$ cat config.mk
export PLATFORM = sky130hd
export DESIGN_NAME = scf_core
export DESIGN_NICKNAME = d
export VERILOG_FILES = /design/src/verilog/scf_pkg.sv /design/src/verilog/scf_serializer.sv /design/src/verilog/scf_core.sv
export SDC_FILE = /design/constraint.sdc
export NUM_CORES = 1
export LEC_CHECK = 0
export ABC_CLOCK_PERIOD_IN_PS = 2300
export BUFFER_PORTS_ARGS = -buffer_cell sky130_fd_sc_hd__buf_4
export CORE_MARGIN = 2
export CORE_UTILIZATION = 25
export DETAILED_ROUTE_END_ITERATION = 8
export GPL_TIMING_DRIVEN = 0
export PLACE_DENSITY = 0.4
export SLEW_MARGIN = 20
export SYNTH_ARGS = -nofsm -noshare
export SYNTH_HDL_FRONTEND = slang
export SYNTH_SLANG_ARGS = --single-unit
$ cat constraint.sdc
create_clock -name clock -period 2.3 [get_ports clock]
set_clock_uncertainty 0.1 [all_clocks]
set_input_delay 0.23 -clock clock [delete_from_list [all_inputs] [get_ports clock]]
set_output_delay 0.23 -clock clock [all_outputs]
set_load 0.03 [all_outputs]
$ cat src/verilog/scf_pkg.sv
package scf_pkg;
   // Opcodes and opcode groups.
   localparam logic [7:0] OP_CALL_BASE   = 8'h00;
   localparam logic [7:0] OP_CALL_LAST   = 8'h0F;
   localparam logic [7:0] OP_JUMP_BASE   = 8'h40;
   localparam logic [7:0] OP_JUMP_LAST   = 8'h5F;
   localparam logic [7:0] OP_JUMP_VIA_A  = 8'h1F;
   localparam logic [7:0] OP_ZERO_A      = 8'h2F;
   localparam logic [7:0] OP_ZERO_B      = 8'h24;
   localparam logic [7:0] OP_ZERO_X      = 8'h20;
   localparam logic [7:0] OP_MEM_DEC     = 8'h27;
   localparam logic [7:0] OP_X_DEC       = 8'h22;
   localparam logic [7:0] OP_SIGN_MODE   = 8'h3C;
   localparam logic [7:0] OP_ZFILL_MODE  = 8'h3B;
   localparam logic [7:0] OP_BUF_LOAD    = 8'h6C;
   localparam logic [7:0] OP_GET_BASE    = 8'h30;
   localparam logic [7:0] OP_GET_LAST    = 8'h37;
   // Widths and constants.
   localparam int         A_W            = 14;
   localparam int         PC_W           = 14;
   localparam int         RAM_W          = 12;
   localparam int         X_W            = 8;
   localparam int         STACK_DEPTH    = 3;
   localparam logic [3:0] BUF_FULL_COUNT = 4'h8;
   localparam logic [3:0] EXT_MAX_BITS   = 4'h4;
   localparam logic [PC_W-1:0]  PC_STEP  = 14'h0002;
   localparam logic [RAM_W-1:0] DEC_ADD  = 12'h0FF;
   localparam logic [X_W-1:0]   X_WRAP   = 8'hFF;
   // Bit-fetch sources.
   localparam logic [1:0] SRC_INT_ROM    = 2'h0;
   localparam logic [1:0] SRC_EXT_ROM    = 2'h1;
   localparam logic [1:0] SRC_RAM        = 2'h2;

   typedef enum logic [3:0] {
      SCF_IDLE  = 4'b0001,
      SCF_SHIFT = 4'b0010,
      SCF_FETCH = 4'b0100,
      SCF_LOAD  = 4'b1000
   } scf_state_e;
endpackage : scf_pkg

$ cat src/verilog/scf_serializer.sv
`timescale 1ns/100ps
// Serializer buffer: one data byte plus a count of unused bits.
module scf_serializer
   import scf_pkg::*;
(
   // Clock and reset
   input  wire logic       clock,
   input  wire logic       reset,
   // Control
   input  wire logic       load,
   input  wire logic [7:0] load_data,
   input  wire logic       shift,
   // State
   output logic            out_bit,
   output logic [3:0]      count
);
   typedef struct packed {
      logic [7:0] data;
      logic [3:0] count;
   } scf_ser_s;

   scf_ser_s cur, next_cur;

   always_comb begin
      next_cur = cur;
      if (load) begin
         next_cur.data  = load_data;
         next_cur.count = BUF_FULL_COUNT;
      end else if (shift && cur.count != 4'h0) begin
         next_cur.data  = {1'b0, cur.data[7:1]};
         next_cur.count = cur.count - 4'h1;
      end
   end

   always_ff @(posedge clock) begin
      if (reset) begin
         cur <= '0;
      end else begin
         cur <= next_cur;
      end
   end

   assign out_bit = cur.data[0];
   assign count   = cur.count;

   chk_count_reload: assert property (@(posedge clock) disable iff (reset)
      load |=> count == BUF_FULL_COUNT)
      else $error("buffer count not reloaded");
endmodule : scf_serializer

$ cat src/verilog/scf_core.sv
`timescale 1ns/100ps
module scf_core
   import scf_pkg::*;
(
   // Clock and reset
   input  wire logic             clock,
   input  wire logic             reset,
   // Instruction issue
   input  wire logic             op_valid,
   input  wire logic [7:0]       op_code,
   input  wire logic [7:0]       op_operand,
   input  wire logic             irq_entry,
   input  wire logic [PC_W-1:0]  irq_vector,
   input  wire logic [1:0]       fetch_source,
   // Memory read and RAM write
   output logic                  mem_read,
   output logic                  mem_read_ram,
   output logic [PC_W-1:0]       mem_addr,
   input  wire logic             mem_ready,
   input  wire logic [RAM_W-1:0] mem_data,
   output logic                  ram_write,
   output logic [X_W-1:0]        ram_addr,
   output logic [RAM_W-1:0]      ram_wdata,
   // Narrow operand load into A or B
   input  wire logic             narrow_load,
   input  wire logic             narrow_to_b,
   input  wire logic [RAM_W-1:0] narrow_data,
   input  wire logic [3:0]       narrow_width,
   // Core state
   output logic                  busy,
   output logic [PC_W-1:0]       pc,
   output logic [A_W-1:0]        acc,
   output logic [A_W-1:0]        b_reg,
   output logic [X_W-1:0]        x_reg,
   output logic                  status_flag,
   output logic                  sign_extend,
   output logic [PC_W-1:0]       speech_pointer,
   output logic [PC_W-1:0]       stack0
);
   typedef struct packed {
      scf_state_e        state;
      logic [PC_W-1:0]   pc;
      logic [A_W-1:0]    acc;
      logic [A_W-1:0]    b;
      logic [X_W-1:0]    x;
      logic              flag;
      logic              sext;
      logic [PC_W-1:0]   sptr;
      logic [PC_W-1:0]   stk0;
      logic [PC_W-1:0]   stk1;
      logic [PC_W-1:0]   stk2;
      logic [3:0]        left;
      logic              mrd;
      logic              mram;
      logic [PC_W-1:0]   maddr;
      logic              wr;
      logic [RAM_W-1:0]  wdata;
      logic              bsy;
   } scf_core_s;

   scf_core_s cur, next_cur;
   logic       ser_bit;
   logic [3:0] ser_count;
   logic       ser_shift;
   logic       ser_load;

   // Extends an operand of the given width to 14 bits per the current mode.
   function automatic logic [A_W-1:0] widen(input logic [RAM_W-1:0] d,
                                            input logic [3:0] w,
                                            input logic sx);
      logic [A_W-1:0] r;
      logic           top;
      r   = '0;
      top = d[w-4'h1];
      for (int i = 0; i < A_W; i++) begin
         if (i < int'(w)) begin
            r[i] = d[i];
         end else begin
            r[i] = sx & top;
         end
      end
      return r;
   endfunction : widen

   function automatic logic in_range(input logic [7:0] v, input logic [7:0] lo,
                                     input logic [7:0] hi);
      return (v >= lo) && (v <= hi);
   endfunction : in_range

   scf_serializer u_ser (
      .clock     (clock),
      .reset     (reset),
      .load      (ser_load),
      .load_data (mem_data[7:0]),
      .shift     (ser_shift),
      .out_bit   (ser_bit),
      .count     (ser_count)
   );

   assign ser_shift = (cur.state == SCF_SHIFT) && (cur.left != 4'h0) && (ser_count != 4'h0);
   // The byte stands on the data lines only in the cycle the memory answers, so the
   // buffer takes it at that very edge and holds a full count when shifting resumes.
   assign ser_load  = (cur.state == SCF_LOAD) && mem_ready;

   always_comb begin
      logic [RAM_W-1:0] dec_sum;
      logic [3:0]       n;
      dec_sum       = '0;
      n             = '0;
      next_cur      = cur;
      next_cur.wr     = 1'b0;
      case (cur.state)
         SCF_IDLE: begin
            if (irq_entry) begin
               next_cur.stk2 = cur.stk1;
               next_cur.stk1 = cur.stk0;
               next_cur.stk0 = cur.pc;
               next_cur.pc   = irq_vector;
            end else if (narrow_load) begin
               if (narrow_to_b) begin
                  next_cur.b   = widen(narrow_data, narrow_width, cur.sext);
               end else begin
                  next_cur.acc = widen(narrow_data, narrow_width, cur.sext);
               end
            end else if (op_valid) begin
               next_cur.flag = 1'b1;
               next_cur.pc   = cur.pc + PC_STEP;
               if (in_range(op_code, OP_JUMP_BASE, OP_JUMP_LAST)) begin
                  if (cur.flag) begin
                     next_cur.pc = {1'b0, op_code[4:0], op_operand};
                  end
               end else if (in_range(op_code, OP_CALL_BASE, OP_CALL_LAST)) begin
                  if (cur.flag) begin
                     next_cur.stk2 = cur.stk1;
                     next_cur.stk1 = cur.stk0;
                     next_cur.stk0 = cur.pc;
                     next_cur.pc   = {2'b00, op_code[3:0], op_operand};
                  end
               end else if (op_code == OP_JUMP_VIA_A) begin
                  next_cur.pc = cur.acc;
               end else if (op_code == OP_ZERO_A) begin
                  next_cur.acc = '0;
               end else if (op_code == OP_ZERO_B) begin
                  next_cur.b = '0;
               end else if (op_code == OP_ZERO_X) begin
                  next_cur.x = '0;
               end else if (op_code == OP_X_DEC) begin
                  next_cur.x    = cur.x - 8'h01;
                  next_cur.flag = (cur.x == 8'h00);
               end else if (op_code == OP_SIGN_MODE) begin
                  next_cur.sext = 1'b1;
               end else if (op_code == OP_ZFILL_MODE) begin
                  next_cur.sext = 1'b0;
               end else if (op_code == OP_MEM_DEC) begin
                  next_cur.mrd   = 1'b1;
                  next_cur.mram  = 1'b1;
                  next_cur.maddr = {6'h00, cur.x};
                  next_cur.left  = 4'h0;
                  next_cur.state = SCF_FETCH;
               end else if (op_code == OP_BUF_LOAD) begin
                  next_cur.sptr  = cur.acc;
                  next_cur.mrd   = 1'b1;
                  next_cur.mram  = 1'b0;
                  next_cur.maddr = cur.acc;
                  next_cur.left  = 4'h0;
                  next_cur.state = SCF_LOAD;
               end else if (in_range(op_code, OP_GET_BASE, OP_GET_LAST)) begin
                  n = {1'b0, op_code[2:0]} + 4'h1;
                  if (fetch_source == SRC_EXT_ROM && n > EXT_MAX_BITS) begin
                     n = EXT_MAX_BITS;
                  end
                  next_cur.left  = n;
                  next_cur.state = SCF_SHIFT;
               end
            end
         end
         SCF_SHIFT: begin
            if (cur.left == 4'h0) begin
               next_cur.flag  = (ser_count == 4'h0);
               next_cur.state = SCF_IDLE;
            end else if (ser_count == 4'h0) begin
               next_cur.mrd   = 1'b1;
               next_cur.mram  = (fetch_source == SRC_RAM);
               next_cur.maddr = (fetch_source == SRC_RAM) ? {6'h00, cur.x} : cur.sptr;
               next_cur.state = SCF_LOAD;
            end else begin
               next_cur.acc  = {cur.acc[A_W-2:0], ser_bit};
               next_cur.left = cur.left - 4'h1;
            end
         end
         SCF_LOAD: begin
            if (mem_ready) begin
               next_cur.mrd    = 1'b0;
               if (!cur.mram) begin
                  next_cur.sptr = cur.sptr + 14'h0001;
               end
               next_cur.state = (cur.left == 4'h0) ? SCF_IDLE : SCF_SHIFT;
            end
         end
         SCF_FETCH: begin
            if (mem_ready) begin
               dec_sum        = mem_data + DEC_ADD;
               next_cur.mrd   = 1'b0;
               next_cur.wr    = 1'b1;
               next_cur.wdata = dec_sum;
               next_cur.flag  = (mem_data[7:0] == 8'h00);
               next_cur.state = SCF_IDLE;
            end
         end
         default: begin
            next_cur.state = SCF_IDLE;
         end
      endcase
      next_cur.bsy = (next_cur.state != SCF_IDLE);
   end

   always_ff @(posedge clock) begin
      if (reset) begin
         cur       <= '0;
         cur.state <= SCF_IDLE;
         cur.flag  <= 1'b1;
      end else begin
         cur <= next_cur;
      end
   end

   assign busy           = cur.bsy;
   assign pc             = cur.pc;
   assign acc            = cur.acc;
   assign b_reg          = cur.b;
   assign x_reg          = cur.x;
   assign status_flag    = cur.flag;
   assign sign_extend    = cur.sext;
   assign speech_pointer = cur.sptr;
   assign stack0         = cur.stk0;
   assign mem_read       = cur.mrd;
   assign mem_read_ram   = cur.mram;
   assign mem_addr       = cur.maddr;
   assign ram_write      = cur.wr;
   assign ram_addr       = cur.x;
   assign ram_wdata      = cur.wdata;

   logic idle_op;
   assign idle_op = op_valid && !irq_entry && !narrow_load && cur.state == SCF_IDLE;

   chk_jump_taken: assert property (@(posedge clock) disable iff (reset)
      idle_op && in_range(op_code, OP_JUMP_BASE, OP_JUMP_LAST) && status_flag
      |=> pc == {1'b0, $past(op_code[4:0]), $past(op_operand)} && status_flag)
      else $error("jump target wrong");
   chk_jump_skip: assert property (@(posedge clock) disable iff (reset)
      idle_op && in_range(op_code, OP_JUMP_BASE, OP_JUMP_LAST) && !status_flag
      |=> pc == $past(pc) + PC_STEP && status_flag)
      else $error("untaken jump wrong");
   chk_via_acc: assert property (@(posedge clock) disable iff (reset)
      idle_op && op_code == OP_JUMP_VIA_A |=> pc == $past(acc))
      else $error("indirect jump wrong");
   chk_call_push: assert property (@(posedge clock) disable iff (reset)
      idle_op && in_range(op_code, OP_CALL_BASE, OP_CALL_LAST) && status_flag
      |=> stack0 == $past(pc) && pc[13:12] == 2'b00)
      else $error("call push wrong");
   chk_zero_regs: assert property (@(posedge clock) disable iff (reset)
      idle_op && op_code == OP_ZERO_A |=> acc == '0 && status_flag)
      else $error("zero A failed");
   chk_zero_x: assert property (@(posedge clock) disable iff (reset)
      idle_op && op_code == OP_ZERO_X |=> x_reg == 8'h00 && status_flag)
      else $error("zero X failed");
   chk_x_dec: assert property (@(posedge clock) disable iff (reset)
      idle_op && op_code == OP_X_DEC
      |=> x_reg == $past(x_reg) - 8'h01 && status_flag == ($past(x_reg) == 8'h00))
      else $error("X decrement wrong");
   chk_mode_set: assert property (@(posedge clock) disable iff (reset)
      idle_op && op_code == OP_SIGN_MODE |=> sign_extend ##0 status_flag)
      else $error("sign mode not set");
   chk_mem_dec: assert property (@(posedge clock) disable iff (reset)
      cur.state == SCF_FETCH && mem_ready
      |=> ram_write && ram_wdata == $past(mem_data) + DEC_ADD)
      else $error("memory decrement wrong");
   chk_call_skip: assert property (@(posedge clock) disable iff (reset)
      idle_op && in_range(op_code, OP_CALL_BASE, OP_CALL_LAST) && !status_flag
      |=> pc == $past(pc) + PC_STEP && stack0 == $past(stack0) && status_flag)
      else $error("untaken call wrong");
   chk_stack_push: assert property (@(posedge clock) disable iff (reset)
      cur.state == SCF_IDLE && irq_entry
      |=> pc == $past(irq_vector) && stack0 == $past(pc)
          && cur.stk1 == $past(cur.stk0) && cur.stk2 == $past(cur.stk1))
      else $error("stack push wrong");
   chk_zero_b: assert property (@(posedge clock) disable iff (reset)
      idle_op && op_code == OP_ZERO_B |=> b_reg == '0 && status_flag)
      else $error("zero B failed");
   chk_mem_flag: assert property (@(posedge clock) disable iff (reset)
      cur.state == SCF_FETCH && mem_ready
      |=> status_flag == ($past(mem_data[7:0]) == 8'h00) && !busy)
      else $error("memory decrement flag wrong");
   chk_ext_limit: assert property (@(posedge clock) disable iff (reset)
      idle_op && in_range(op_code, OP_GET_BASE, OP_GET_LAST)
      && fetch_source == SRC_EXT_ROM
      |=> cur.left != 4'h0 && cur.left <= EXT_MAX_BITS)
      else $error("external fetch count wrong");
   chk_shift_in: assert property (@(posedge clock) disable iff (reset)
      ser_shift |=> acc[0] == $past(ser_bit) && acc[A_W-1:1] == $past(acc[A_W-2:0]))
      else $error("fetch shift wrong");
   chk_refill_request: assert property (@(posedge clock) disable iff (reset)
      cur.state == SCF_SHIFT && cur.left != 4'h0 && ser_count == 4'h0
      |=> mem_read && busy)
      else $error("buffer refill not requested");
   chk_fetch_flag: assert property (@(posedge clock) disable iff (reset)
      cur.state == SCF_SHIFT && cur.left == 4'h0
      |=> status_flag == ($past(ser_count) == 4'h0) && !busy)
      else $error("fetch flag wrong");
   chk_zfill_mode: assert property (@(posedge clock) disable iff (reset)
      idle_op && op_code == OP_ZFILL_MODE |=> !sign_extend && status_flag)
      else $error("zero-fill mode not set");
   chk_buf_load: assert property (@(posedge clock) disable iff (reset)
      idle_op && op_code == OP_BUF_LOAD
      |=> speech_pointer == $past(acc) && mem_read && mem_addr == $past(acc))
      else $error("buffer load start wrong");
   chk_rom_step: assert property (@(posedge clock) disable iff (reset)
      cur.state == SCF_LOAD && mem_ready && !cur.mram
      |=> speech_pointer == $past(speech_pointer) + 14'h0001)
      else $error("pointer not stepped");
   chk_ram_no_step: assert property (@(posedge clock) disable iff (reset)
      cur.state == SCF_LOAD && mem_ready && cur.mram |=> $stable(speech_pointer))
      else $error("pointer stepped on RAM refill");
endmodule : scf_core

**Yosys cells after proc, flatten, opt, wreduce, memory -nomap -nowiden**

Index checks and enable logic that the tools add are counted.
Widths: inputs -> output; s select.

- Equal/unequal tests: 54
- Order comparisons: 22
- Bitwise operators: 11
- $add $sub $neg: 8
- Reductions and logical operators: 40
- Muxes and demuxes: 112

Operators with widths:

| cell | number |
|---|---|
| $mux 14 | 19 |
| $mux 20 | 11 |
| $mux 52 | 3 |
| $mux 132 | 1 |
| $mux 42 | 3 |
| $mux 114 | 1 |
| $mux 9 | 11 |
| $mux 86 | 1 |
| $mux 4 | 21 |
| $eq 8x6->1 const B | 7 |
| $pmux 14 s2 | 2 |
| $ne 2x2->1 const B | 25 |
| $mux 16 | 3 |
| $mux 38 | 1 |
| $reduce_and 17->1 | 2 |
| $reduce_and 16->1 | 2 |
| $pmux 15 s2 | 1 |
| $mux 28 | 1 |
| $lt 4x4->1 const A | 6 |
| $mux 12 | 2 |
| $mux 24 | 1 |
| $ne 3x3->1 const B | 7 |
| $mux 1 | 20 |
| $reduce_and 10->1 | 2 |
| 52 further kinds | 94 |

- Bits of input ports: 67
- Flip-flop bits (word level): 144
- Logic and storage cells: 267
- Output and inout port bits: 118

**Depth between registers and ports, before layout**

Gate-level depths: netlist of run 1.

- Depth in word-level cells: 23
- Depth in mapped cells: 10
- Mapped depth without buffers: 8

**By module**

From an unflattened synthesis of run 1, not the netlist that was laid out.

- Cell total of the unflattened synthesis: 1063
- Area total of the unflattened synthesis: 8348.0 um2

By module, submodules not included:

| module | area each (um2) | cells an instance | instances | seq. area each (um2) |
|---|---|---|---|---|
| scf_core | 7722.4 | 991 | 1 | 2342.2 |
| scf_serializer | 625.6 | 72 | 1 | 240.2 |

**Least setup slack after synthesis of run 1**

Ideal clock, no wire load.

- Path type: input-to-reg
- Start point: input op_code[7]
- End point: register cur (netlist bit status_flag)
- Setup slack: -0.125 ns
- Required time: 2.070 ns
- Data arrival time: 2.195 ns
- Library setup time: 0.130 ns
- Stages on the path: 9
- Buffers on the path: 3
- Path through: clkbuf_1 > or4b_1 > buf_6 > or4_1 > clkbuf_1 > a21oi_1 > nor4_1 > a2111oi_2 > a21oi_1

- Word-level cells in the longest chain between the ends: 22
- Elaborated cells on any way between the ends: 32
- Those cells by class: order compare (4); eq/ne (5); mux (21); reduce/logical (2)

Ends and longest elaborated chain:

| what | line | text |
|---|---|---|
| start: declaration | scf_core.sv:10 | `input wire logic [7:0] op_code,` |
| $eq 8x6->1 | scf_core.sv:147 | `end else if (op_code == OP_X_DEC) begin` |
| $mux 9 | scf_core.sv:147 |  |
| $mux 9 | scf_core.sv:145 | `end else if (op_code == OP_ZERO_X) begin` |
| $mux 9 | scf_core.sv:143 | `end else if (op_code == OP_ZERO_B) begin` |
| $mux 9 | scf_core.sv:141 | `end else if (op_code == OP_ZERO_A) begin` |
| $mux 9 | scf_core.sv:139 | `end else if (op_code == OP_JUMP_VIA_A) begin` |
| $mux 9 | scf_core.sv:132 | `end else if (in_range(op_code, OP_CALL_BASE, OP_CALL_LAST)) begin` |
| $mux 9 | scf_core.sv:128 | `if (in_range(op_code, OP_JUMP_BASE, OP_JUMP_LAST)) begin` |
| [... 6 more ...] | n/a |  |
| $mux 38 | scf_core.sv:141 |  |
| $mux 52 | scf_core.sv:139 |  |
| $mux 52 | scf_core.sv:132 |  |
| $mux 114 (*) | scf_core.sv:128 |  |
| $mux 132 (*) | scf_core.sv:125 | `end else if (op_valid) begin` |
| $mux 86 (*) | scf_core.sv:119 | `end else if (narrow_load) begin` |
| $mux 52 (*) | scf_core.sv:114 | `if (irq_entry) begin` |
| $pmux 1 s3 (*) | scf_core.sv:112 | `case (cur.state)` |
| end signal: assignment | scf_core.sv:223 | `cur <= next_cur;` |
| end: declaration | scf_core.sv:61 | `scf_core_s cur, next_cur;` |

Every way passes the cells marked *; elsewhere a longest branch is shown, timed or not. The select of a mux whose other input is x is not followed.
A chain may end at the register's enable or synchronous reset.

**Final worst setup path of run 1**

- Start point: register cur[145] in the netlist's numbering
- End point: register cur (netlist bit b_reg[11])

- Word-level cells in the longest chain between the ends: 2

Ends and longest elaborated chain:

| what | line |
|---|---|
| $eq 4x1->1 | scf_core.sv:112 |
| $reduce_and 9->1 (no source line) | n/a |

No other way between the ends.

==> impl_metrics.env, run 1 <==
export IMPL_overflow=0
export IMPL_finish_utilization=0.3543
export IMPL_synth_edff_count=0
export IMPL_die_w_um=187.6
export IMPL_start_util=0.2526
export IMPL_worst_pin_slew_ns=0.9002
export IMPL_crit_type="flip-flop to flip-flop"
export IMPL_synth_area_leaders="dfxtp_1 (31%), buf_4 (10%), a21oi_1 (6.2%), a32oi_1 (3.3%), o21ai_0 (3.2%)"
export IMPL_portBuffers=179
export IMPL_ff2ff_path_depth=8
export IMPL_slew_headroom=0.3999
export IMPL_powerDensity_nw_per_um2=533.2
export IMPL_yosys_warnings=0
export IMPL_synthFlopType="dfxtp_1"
export IMPL_grt_pass1_vias=8723
export IMPL_crit_path_end="b_reg[11]$_SDFFE_PP0P_"
export IMPL_synth_top_cell_area_share=0.3064
export IMPL_place_congestion=0.8730
export IMPL_rsz0062_at_grt="yes"
export IMPL_root_buffer="clkbuf_16"
export IMPL_grt_usage=0.2035
export IMPL_final_common_cell="buf_4"
export IMPL_clk_path_buf_depth=2
export IMPL_drt_first_pass_iters=5
export IMPL_reg2reg_to="b_reg[11]$_SDFFE_PP0P_"
export IMPL_endpoint_kind="flip-flop"
export IMPL_critPathLaunch="cur[145]$_SDFF_PP0_"
export IMPL_ys_types=80
export IMPL_timing_rr_start="cur[145]$_SDFF_PP0_"
export IMPL_multi_input_area_um2=4926
export IMPL_drc=0
export IMPL_rows=67
export IMPL_slew_viol_final=0
export IMPL_hold_viol=0
export IMPL_cts_buffers=17
export IMPL_dieArea_um2=35200
export IMPL_post_drt_wl_per_cell_um=20.77
export IMPL_power_leakage_nw=4.663
export IMPL_final_cell_mix="buf_4 (317), dfxtp_1 (122), a21oi_1 (101)"
export IMPL_postSynthNetCount=1144
export IMPL_cts_htree_levels=4
export IMPL_worstSetupStartpointType="flip-flop"
export IMPL_synth_cells=1063
export IMPL_clk_latency_ns=0.43
export IMPL_viasPerCell=5.109
export IMPL_worst_setup_hold_path_clk_slew_ns=0.07
export IMPL_yosysTopAreaCell="dfxtp_1"
export IMPL_cts_tree="done"
export IMPL_fmax_ghz=0.4451
export IMPL_async_reset_ff_frac=0
export IMPL_fillerInstances=3624
export IMPL_syn_area_per_cell_um2=7.930
export IMPL_synth_area_um2=8429
export IMPL_min_path_type="input pin to flip-flop"
export IMPL_die_y_um=187.6
export IMPL_status="finished clean"
export IMPL_grt_max_degree=17
export IMPL_syn2layout_area_growth_pct=40.26
export IMPL_drive_gt1_frac=0.3494
export IMPL_route_vias_total=8991
export IMPL_postRouteAntennaNets=0
export IMPL_min_period_over_period=0.9768
export IMPL_clock_sinks=129
export IMPL_required_ns=2.51
export IMPL_io_pins=185
export IMPL_dp_hpwl_um=27450
export IMPL_critPathMaxFanout=8
export IMPL_setup_violations_final=0
export IMPL_worst_hold_slack_ns=0.02016
export IMPL_period_needed_ns=2.247
export IMPL_irDropWorstVdd_mv=0.4842
export IMPL_yosysSeqAreaShare=0.3064
export IMPL_arrival_ns=2.46
export IMPL_core_area_um2=33360
export IMPL_first_iter_violations=705
export IMPL_routed_wl_um=36560
export IMPL_ys_seq_elements=129
export IMPL_regArea_um2=2594
export IMPL_reg2reg_slack_ns=0.05
export IMPL_grt_pass1_wl_um=54970
export IMPL_antenna_found_initial=1
export IMPL_nNetsFinal=1380
export IMPL_maxCapViolCount=0
-- routing by layer --
metal  part of all wire  up-vias  wire length, um  GRT usage
met5                  0        -                0          0
met4              0.014        0              511    0.05209
met3              0.048       34             1750    0.02938
met2               0.47      301            17120     0.3395
met1               0.47     4329            17180     0.2749
li1                   -     4327                -          -
-- timing repair --
item	in CTS	in global routing
hold buffers	22	0
resized for setup	66	69
pin swaps	6	17
buffers inserted	19	3
endpoints found under the hold margin	22	0
endpoints found under the setup margin	127	88
cloned	0	2
-- final cells by class --
cell class,instances,share of cell area
Multi-Input combinational cell,720,0.4167
Sequential cell,129,0.2194
Timing Repair Buffer,225,0.1474
Buffer,181,0.1072
Tap cell,448,0.04741
Clock buffer,19,0.03831
Clock inverter,12,0.01545
Inverter,25,0.007937
Antenna cell,1,0.0002117
-- cell usage after synthesis (all sizes together) (14+ instances only) --
cell / count
dfxtp: 129
xnor2: 16
ha: 14
a21oi: 104
mux2i: 17
nand2: 66
nand3: 39
a32oi: 32
a211oi: 31
nor2: 69
inv: 25
o21ai: 55
nor3: 43
clkbuf: 61
buf: 128
-- stage by stage --
| stage | cells | setup WS, ns | power (mW) | area (um2) | setup TNS [ns] |
|---|---|---|---|---|---|
| 6_report | 1760 | 0.05326 | 6.304 | 11820 | 0 |
| 4_1_cts | 1757 | 0.007417 | 6.345 | 11610 | 0 |
| 5_1_grt | 1759 | -0.03884 | 6.523 | 11820 | -0.2023 |
| 3_5_place_dp | 1690 | -1.229 | 3.266 | 10390 | -74.96 |
| 3_3_place_gp | 1690 | -1.225 | 3.270 | 10390 | -75.90 |
| 2_1_floorplan | 1063 | -0.05723 | 2.877 | 8488 | -0.06049 |
-- critical path: stages, from the launching register on --
cell      delay (ns)
dfxtp_2         0.33
buf_6           0.13
or4b_4          0.64
nor2_4          0.15
o211ai_1        0.19
and2_4          0.21
buf_4           0.12
a22oi_1         0.16
o21ai_0         0.10
-- worst min-delay path by stage --
stage	cells after the start	slack, ns	to	start
after CTS	3	0.005	ram_wdata[11]$_SDFFE_PP0P_	mem_data[11]
after detailed placement	2	0.35	stack0[5]$_SDFFE_PP0P_	stack0[5]$_SDFFE_PP0P_
after floorplan	1	0.23	ram_wdata[0]$_SDFFE_PP0P_	mem_data[0]
final	3	0.02	ram_wdata[11]$_SDFFE_PP0P_	mem_data[11]
after global placement	2	0.34	stack0[1]$_SDFFE_PP0P_	stack0[1]$_SDFFE_PP0P_
after global routing	3	0.05	ram_wdata[11]$_SDFFE_PP0P_	mem_data[11]
-- where the power goes --
group	internal, mW	switching [mW]	leakage, nW
combinational	0.391	0.537	3.31
sequential	2.28	0.0924	1.05
clock	1.87	1.13	0.302
total	4.54	1.76	4.66
-- cell families after synthesis --
logic type	after synthesis	synth area share
fa+ha+maj	14	0.02078
mux	21	0.02687
xor+xnor	28	0.02909
simple gates	320	0.1980
buf+inv	214	0.1499
flops	129	0.3064
compound gates	337	0.2690
No activity file was read; power rests on OpenSTA's default activity.
==> run 2, diff against run 1 <==
- CORE_ASPECT_RATIO: not set -> 1.2
- PLACE_DENSITY: 0.4 -> not set
==> run 2 against run 1 <==
Effect of this change:
- flip-flop and latch count did not move
- first-iteration DRC count rose by 18%
- hold slack got worse by 0.0078 ns
- total power fell by 5.4%
- critical endpoint is now cur[32]$_SDFFE_PP0P_
- largest cell class unchanged
==> impl_metrics.env, run 2 (same netlist as run 1, synthesis figures left out) <==
export IMPL_worst_pin_slew_ns=0.8899
export IMPL_required_ns=2.53
export IMPL_antennaDiodeCount=0
export IMPL_endpoint_kind="flip-flop"
export IMPL_irDropWorstVdd_mv=0.3390
export IMPL_post_drt_wl_per_cell_um=19.86
export IMPL_slew_viol_final=0
export IMPL_powerDensity_nw_per_um2=510.0
export IMPL_setup_violations_final=0
export IMPL_final_cell_mix="buf_4 (319), dfxtp_1 (123), a21oi_1 (99)"
export IMPL_reg2reg_slack_ns=0.03
export IMPL_die_y_um=205.2
export IMPL_crit_type="flip-flop to flip-flop"
export IMPL_postRouteAntennaNets=0
export IMPL_maxCapViolCount=0
export IMPL_pwr_share_comb=0.154
export IMPL_drc=0
export IMPL_arrival_ns=2.49
export IMPL_grt_max_degree=17
export IMPL_root_buffer="clkbuf_16"
export IMPL_io_pins=185
export IMPL_intPower_mw=4.283
export IMPL_worstSetupStartpointType="flip-flop"
export IMPL_nNetsFinal=1382
export IMPL_status="finished clean"
export IMPL_place_congestion=0.9743
export IMPL_core_area_um2=33160
export IMPL_multi_input_area_um2=4880
export IMPL_power_leakage_nw=4.616
export IMPL_route_vias_total=9190
export IMPL_regArea_um2=2590
export IMPL_start_util=0.2542
export IMPL_worst_setup_hold_path_clk_slew_ns=0.06
export IMPL_drt_first_pass_iters=6
export IMPL_antenna_found_initial=0
export IMPL_period_needed_ns=2.266
export IMPL_p_total_mw=5.961
export IMPL_first_iter_violations=834
export IMPL_clk_latency_ns=0.44
export IMPL_fillerInstances=3525
export IMPL_grt_pass1_wl_um=52010
export IMPL_critPathMaxFanout=10
export IMPL_swShare=0.2816
export IMPL_cts_tree="done"
export IMPL_viasPerCell=5.210
export IMPL_cts_htree_levels=4
export IMPL_seqPwrFrac=0.399
export IMPL_rows=73
export IMPL_min_period_over_period=0.9854
export IMPL_worst_hold_slack_ns=0.01239
export IMPL_grt_usage=0.1948
export IMPL_rsz0062_at_grt="yes"
export IMPL_fmax_ghz=0.4412
export IMPL_clock_sinks=129
export IMPL_portBuffers=179
export IMPL_drive_gt1_frac=0.3432
export IMPL_slew_headroom=0.4067
export IMPL_min_path_type="input pin to flip-flop"
export IMPL_die_w_um=171.6
export IMPL_syn2layout_area_growth_pct=38.65
export IMPL_dp_hpwl_um=26230
export IMPL_p_switching_mw=1.678
export IMPL_cts_buffers=17
export IMPL_final_common_cell="buf_4"
export IMPL_overflow=0
export IMPL_tns_ns=0
export IMPL_routed_wl_um=35040
export IMPL_dieArea_um2=35210
export IMPL_clk_path_buf_depth=2
export IMPL_grt_pass1_vias=8741
export IMPL_hold_viol=0
export IMPL_p_clk_frac=0.447
run 2: final cells by class:
cell class / count / share of cell area
well taps: 450 / 0.04817
repair buffers: 224 / 0.1479
multi-input cells: 720 / 0.4175
clock buffers: 22 / 0.03886
plain buffers: 184 / 0.1083
inverters: 25 / 0.008029
flip-flops and latches: 129 / 0.2216
clock inverters: 10 / 0.009528
run 2: per-layer routing:
layer	share of wire	global-route usage	up-vias
li1	-	-	4318
met1	0.41	0.2402	4414
met2	0.49	0.3285	390
met3	0.062	0.03709	68
met4	0.037	0.08414	0
met5	0	0	-
run 2: worst paths after layout:
check                    startpoint                     end  cells after the start
min                   irq_vector[2]      pc[2]$_SDFFE_PP0P_                      3
max reg2reg     cur[145]$_SDFF_PP0_    cur[32]$_SDFFE_PP0P_                      6
min reg2reg  stack0[8]$_SDFFE_PP0P_  stack0[8]$_SDFFE_PP0P_                      2
max             cur[145]$_SDFF_PP0_    cur[32]$_SDFFE_PP0P_                      6
run 2: what timing repair did:
item	in CTS	in global routing
gates cloned	0	1
gates resized for setup	52	64
endpoints found under the hold margin	20	0
buffers inserted	15	9
hold buffers	20	0
setup endpoints to repair	117	95
pin swaps	4	13
run 2: power by group through the flow:
stage	logic (mW)	clock network, mW	registers, mW
after detailed placement	0.834	0	2.42
final	0.917	2.67	2.38
after floorplan	0.505	0	2.37
after global routing	0.977	2.79	2.38
after CTS	0.884	2.70	2.37
after global placement	0.831	0	2.42
run 2: stage by stage:
step	setup WS [ns]	std cells	utilization	instance area, um2
after floorplan	-0.05723	1063	-	8488
after global placement	-1.038	1692	0.3135	10400
after detailed placement	-0.9102	1692	0.3137	10400
after CTS	-0.006928	1756	0.3452	11440
after global routing	-0.05110	1764	0.3525	11690
final	0.03352	1764	0.3525	11690
run 2: worst max-delay path: stages, from the launching register on:
cell     delay [ns]
dfxtp_1        0.31
buf_6          0.14
or4b_4         0.64
or3_1          0.40
buf_4          0.17
and4_1         0.18
a31o_2         0.21
==> run 3, diff against run 2 <==
- CELL_PAD_IN_SITES_DETAIL_PLACEMENT: not set -> 0
- CELL_PAD_IN_SITES_GLOBAL_PLACEMENT: not set -> 2
- PLACE_DENSITY_LB_ADDON: not set -> 0.1
- REMOVE_ABC_BUFFERS: not set -> 1
==> run 3 against run 2 <==
Effect of this change:
- hold slack improved by 0.016 ns
- non-clock buffer count fell by 163
- fmax fell by 0.65%
- clock power rose by 8.6%
- highest routed layer unchanged
- combinational power fell by 9.5%
- core utilization fell by 2.9 points
- critical endpoint unchanged
==> impl_metrics.env, run 3 (same netlist as run 1, synthesis figures left out) <==
export IMPL_antenna_found_initial=0
export IMPL_endpoint_kind="flip-flop"
export IMPL_fillerInstances=3598
export IMPL_dp_hpwl_um=24310
export IMPL_cts_htree_levels=4
export IMPL_grt_pass1_vias=8095
export IMPL_rsz0062_at_grt="yes"
export IMPL_final_cell_mix="buf_4 (210), dfxtp_1 (124), a21oi_1 (102)"
export IMPL_cts_buffers=17
export IMPL_route_vias_total=8303
export IMPL_slew_headroom=0.3360
export IMPL_clk_path_buf_depth=2
export IMPL_status="finished clean"
export IMPL_maxCapViolCount=0
export IMPL_grt_usage=0.1958
export IMPL_overflow=0
export IMPL_rows=73
export IMPL_critPathTopFamily="simple AND/OR/NAND/NOR gates"
export IMPL_setup_violations_final=0
export IMPL_syn2layout_area_growth_pct=27.43
export IMPL_period_needed_ns=2.281
export IMPL_postRouteAntennaNets=0
export IMPL_fin_ws_ns=0.01867
export IMPL_post_drt_wl_per_cell_um=21.79
export IMPL_grt_pass1_wl_um=51520
export IMPL_crit_path_top_delay_cell="or3b_4"
export IMPL_nNetsFinal=1221
export IMPL_arrival_ns=2.50
export IMPL_worstSetupStartpointType="flip-flop"
export IMPL_hold_viol=0
export IMPL_start_util=0.2542
export IMPL_power_leakage_nw=3.931
export IMPL_detailedPlace_worstSlack_ns=-0.8723
export IMPL_cts_tree="done"
export IMPL_drt_first_pass_iters=5
export IMPL_drc=0
export IMPL_worst_setup_hold_path_clk_slew_ns=0.07
export IMPL_slew_viol_final=0
export IMPL_required_ns=2.52
export IMPL_crit_path_frequent_cell="a31o_2"
export IMPL_dieArea_um2=35210
export IMPL_fmax_ghz=0.4383
export IMPL_first_iter_violations=587
export IMPL_core_area_um2=33160
export IMPL_root_buffer="clkbuf_16"
export IMPL_critPathMaxFanout=8
export IMPL_stdcell_area_um2=10740
export IMPL_grt_max_degree=101
export IMPL_finish_utilization=0.3240
export IMPL_clk_latency_ns=0.44
export IMPL_place_congestion=0.8000
export IMPL_min_period_over_period=0.9919
export IMPL_antennaDiodeCount=0
export IMPL_clock_sinks=129
export IMPL_path_cells="inv_1 -> ha_1 -> or3b_4 -> nor3b_4 -> buf_4 -> a31o_2 -> and4_1 -> a31o_2"
export IMPL_path_buf_inv=2
export IMPL_p_total_mw=6.098
export IMPL_min_path_type="input pin to flip-flop"
export IMPL_critPathMaxStageDelay_ns=0.42
export IMPL_routed_wl_um=34940
export IMPL_irDropWorstVdd_mv=0.4329
export IMPL_worst_pin_slew_ns=0.9940
export IMPL_io_pins=185
export IMPL_portBuffers=184
export IMPL_final_common_cell="buf_4"
export IMPL_die_y_um=205.2
export IMPL_powerDensity_nw_per_um2=567.7
export IMPL_place_area_um2=9348
export IMPL_die_w_um=171.6
export IMPL_drive_gt1_frac=0.2879
export IMPL_viasPerCell=5.180
export IMPL_crit_type="flip-flop to flip-flop"
[run 3: changes by cell type in the layout (fill, tap and decap cells not counted), moves of 5 or more]
cell      change
buf_4       -109
buf_6         -6
clkbuf_1     -40
clkbuf_2     -13
inv_6         +5
[run 3: stage by stage]
step                      hold WS (ns)  setup TNS [ns]  cells
after floorplan                 0.1962          -79.03    874
after global placement          0.3407         -351.67   1508
after detailed placement        0.3462          -61.26   1520
after CTS                    0.0003895         -0.8553   1592
after global routing           0.01967         -0.1426   1603
final                          0.02880               0   1603
[run 3: worst paths after layout]
check | depth (start not counted) | slack, ns | to | startpoint
setup / recovery | 8 | 0.02 | cur[32]$_SDFFE_PP0P_ | cur[30]$_SDFFE_PP0P_
hold / removal | 3 | 0.03 | ram_wdata[2]$_SDFFE_PP0P_ | mem_data[2]
setup reg to reg | 8 | 0.02 | cur[32]$_SDFFE_PP0P_ | cur[30]$_SDFFE_PP0P_
hold reg to reg | 2 | 0.35 | stack0[1]$_SDFFE_PP0P_ | stack0[1]$_SDFFE_PP0P_
[run 3: what timing repair did]
item	CTS	global route
pin swaps	6	10
endpoints found under the setup margin	112	88
endpoints found under the hold margin	25	0
resized for setup	46	32
cloned	0	2
setup buffers	16	9
hold buffers	24	0
[run 3: per-layer routing]
metal,share of wire,GRT usage,up-vias
met5,0,0,-
met4,0.027,0.07264,0
met3,0.058,0.03922,40
met2,0.48,0.3249,265
met1,0.44,0.2492,3997
li1,-,-,4001
[run 3: tightest hold or removal path: stages]
cell and delay (ns):
buf_4 0.11, xnor2_1 0.11, a211oi_1 0.06
[run 3: area by class of cell]
class,instances,area [um2],share of cell area
multi-input combinational,721,4957,0.4615
clock buffer,19,452.9,0.04217
clock inverter,13,151.4,0.01409
timing repair buffer,245,1918,0.1786
inverter,25,97.59,0.009086
timing repair inverter,1,5.005,0.0004659
sequential,129,2596,0.2417
tap,450,563.0,0.05242
[run 3: where the power goes]
| part | switching [mW] | internal, mW |
|---|---|---|
| registers | 0.0914 | 2.28 |
| clock network | 1.22 | 1.68 |
| logic | 0.500 | 0.330 |
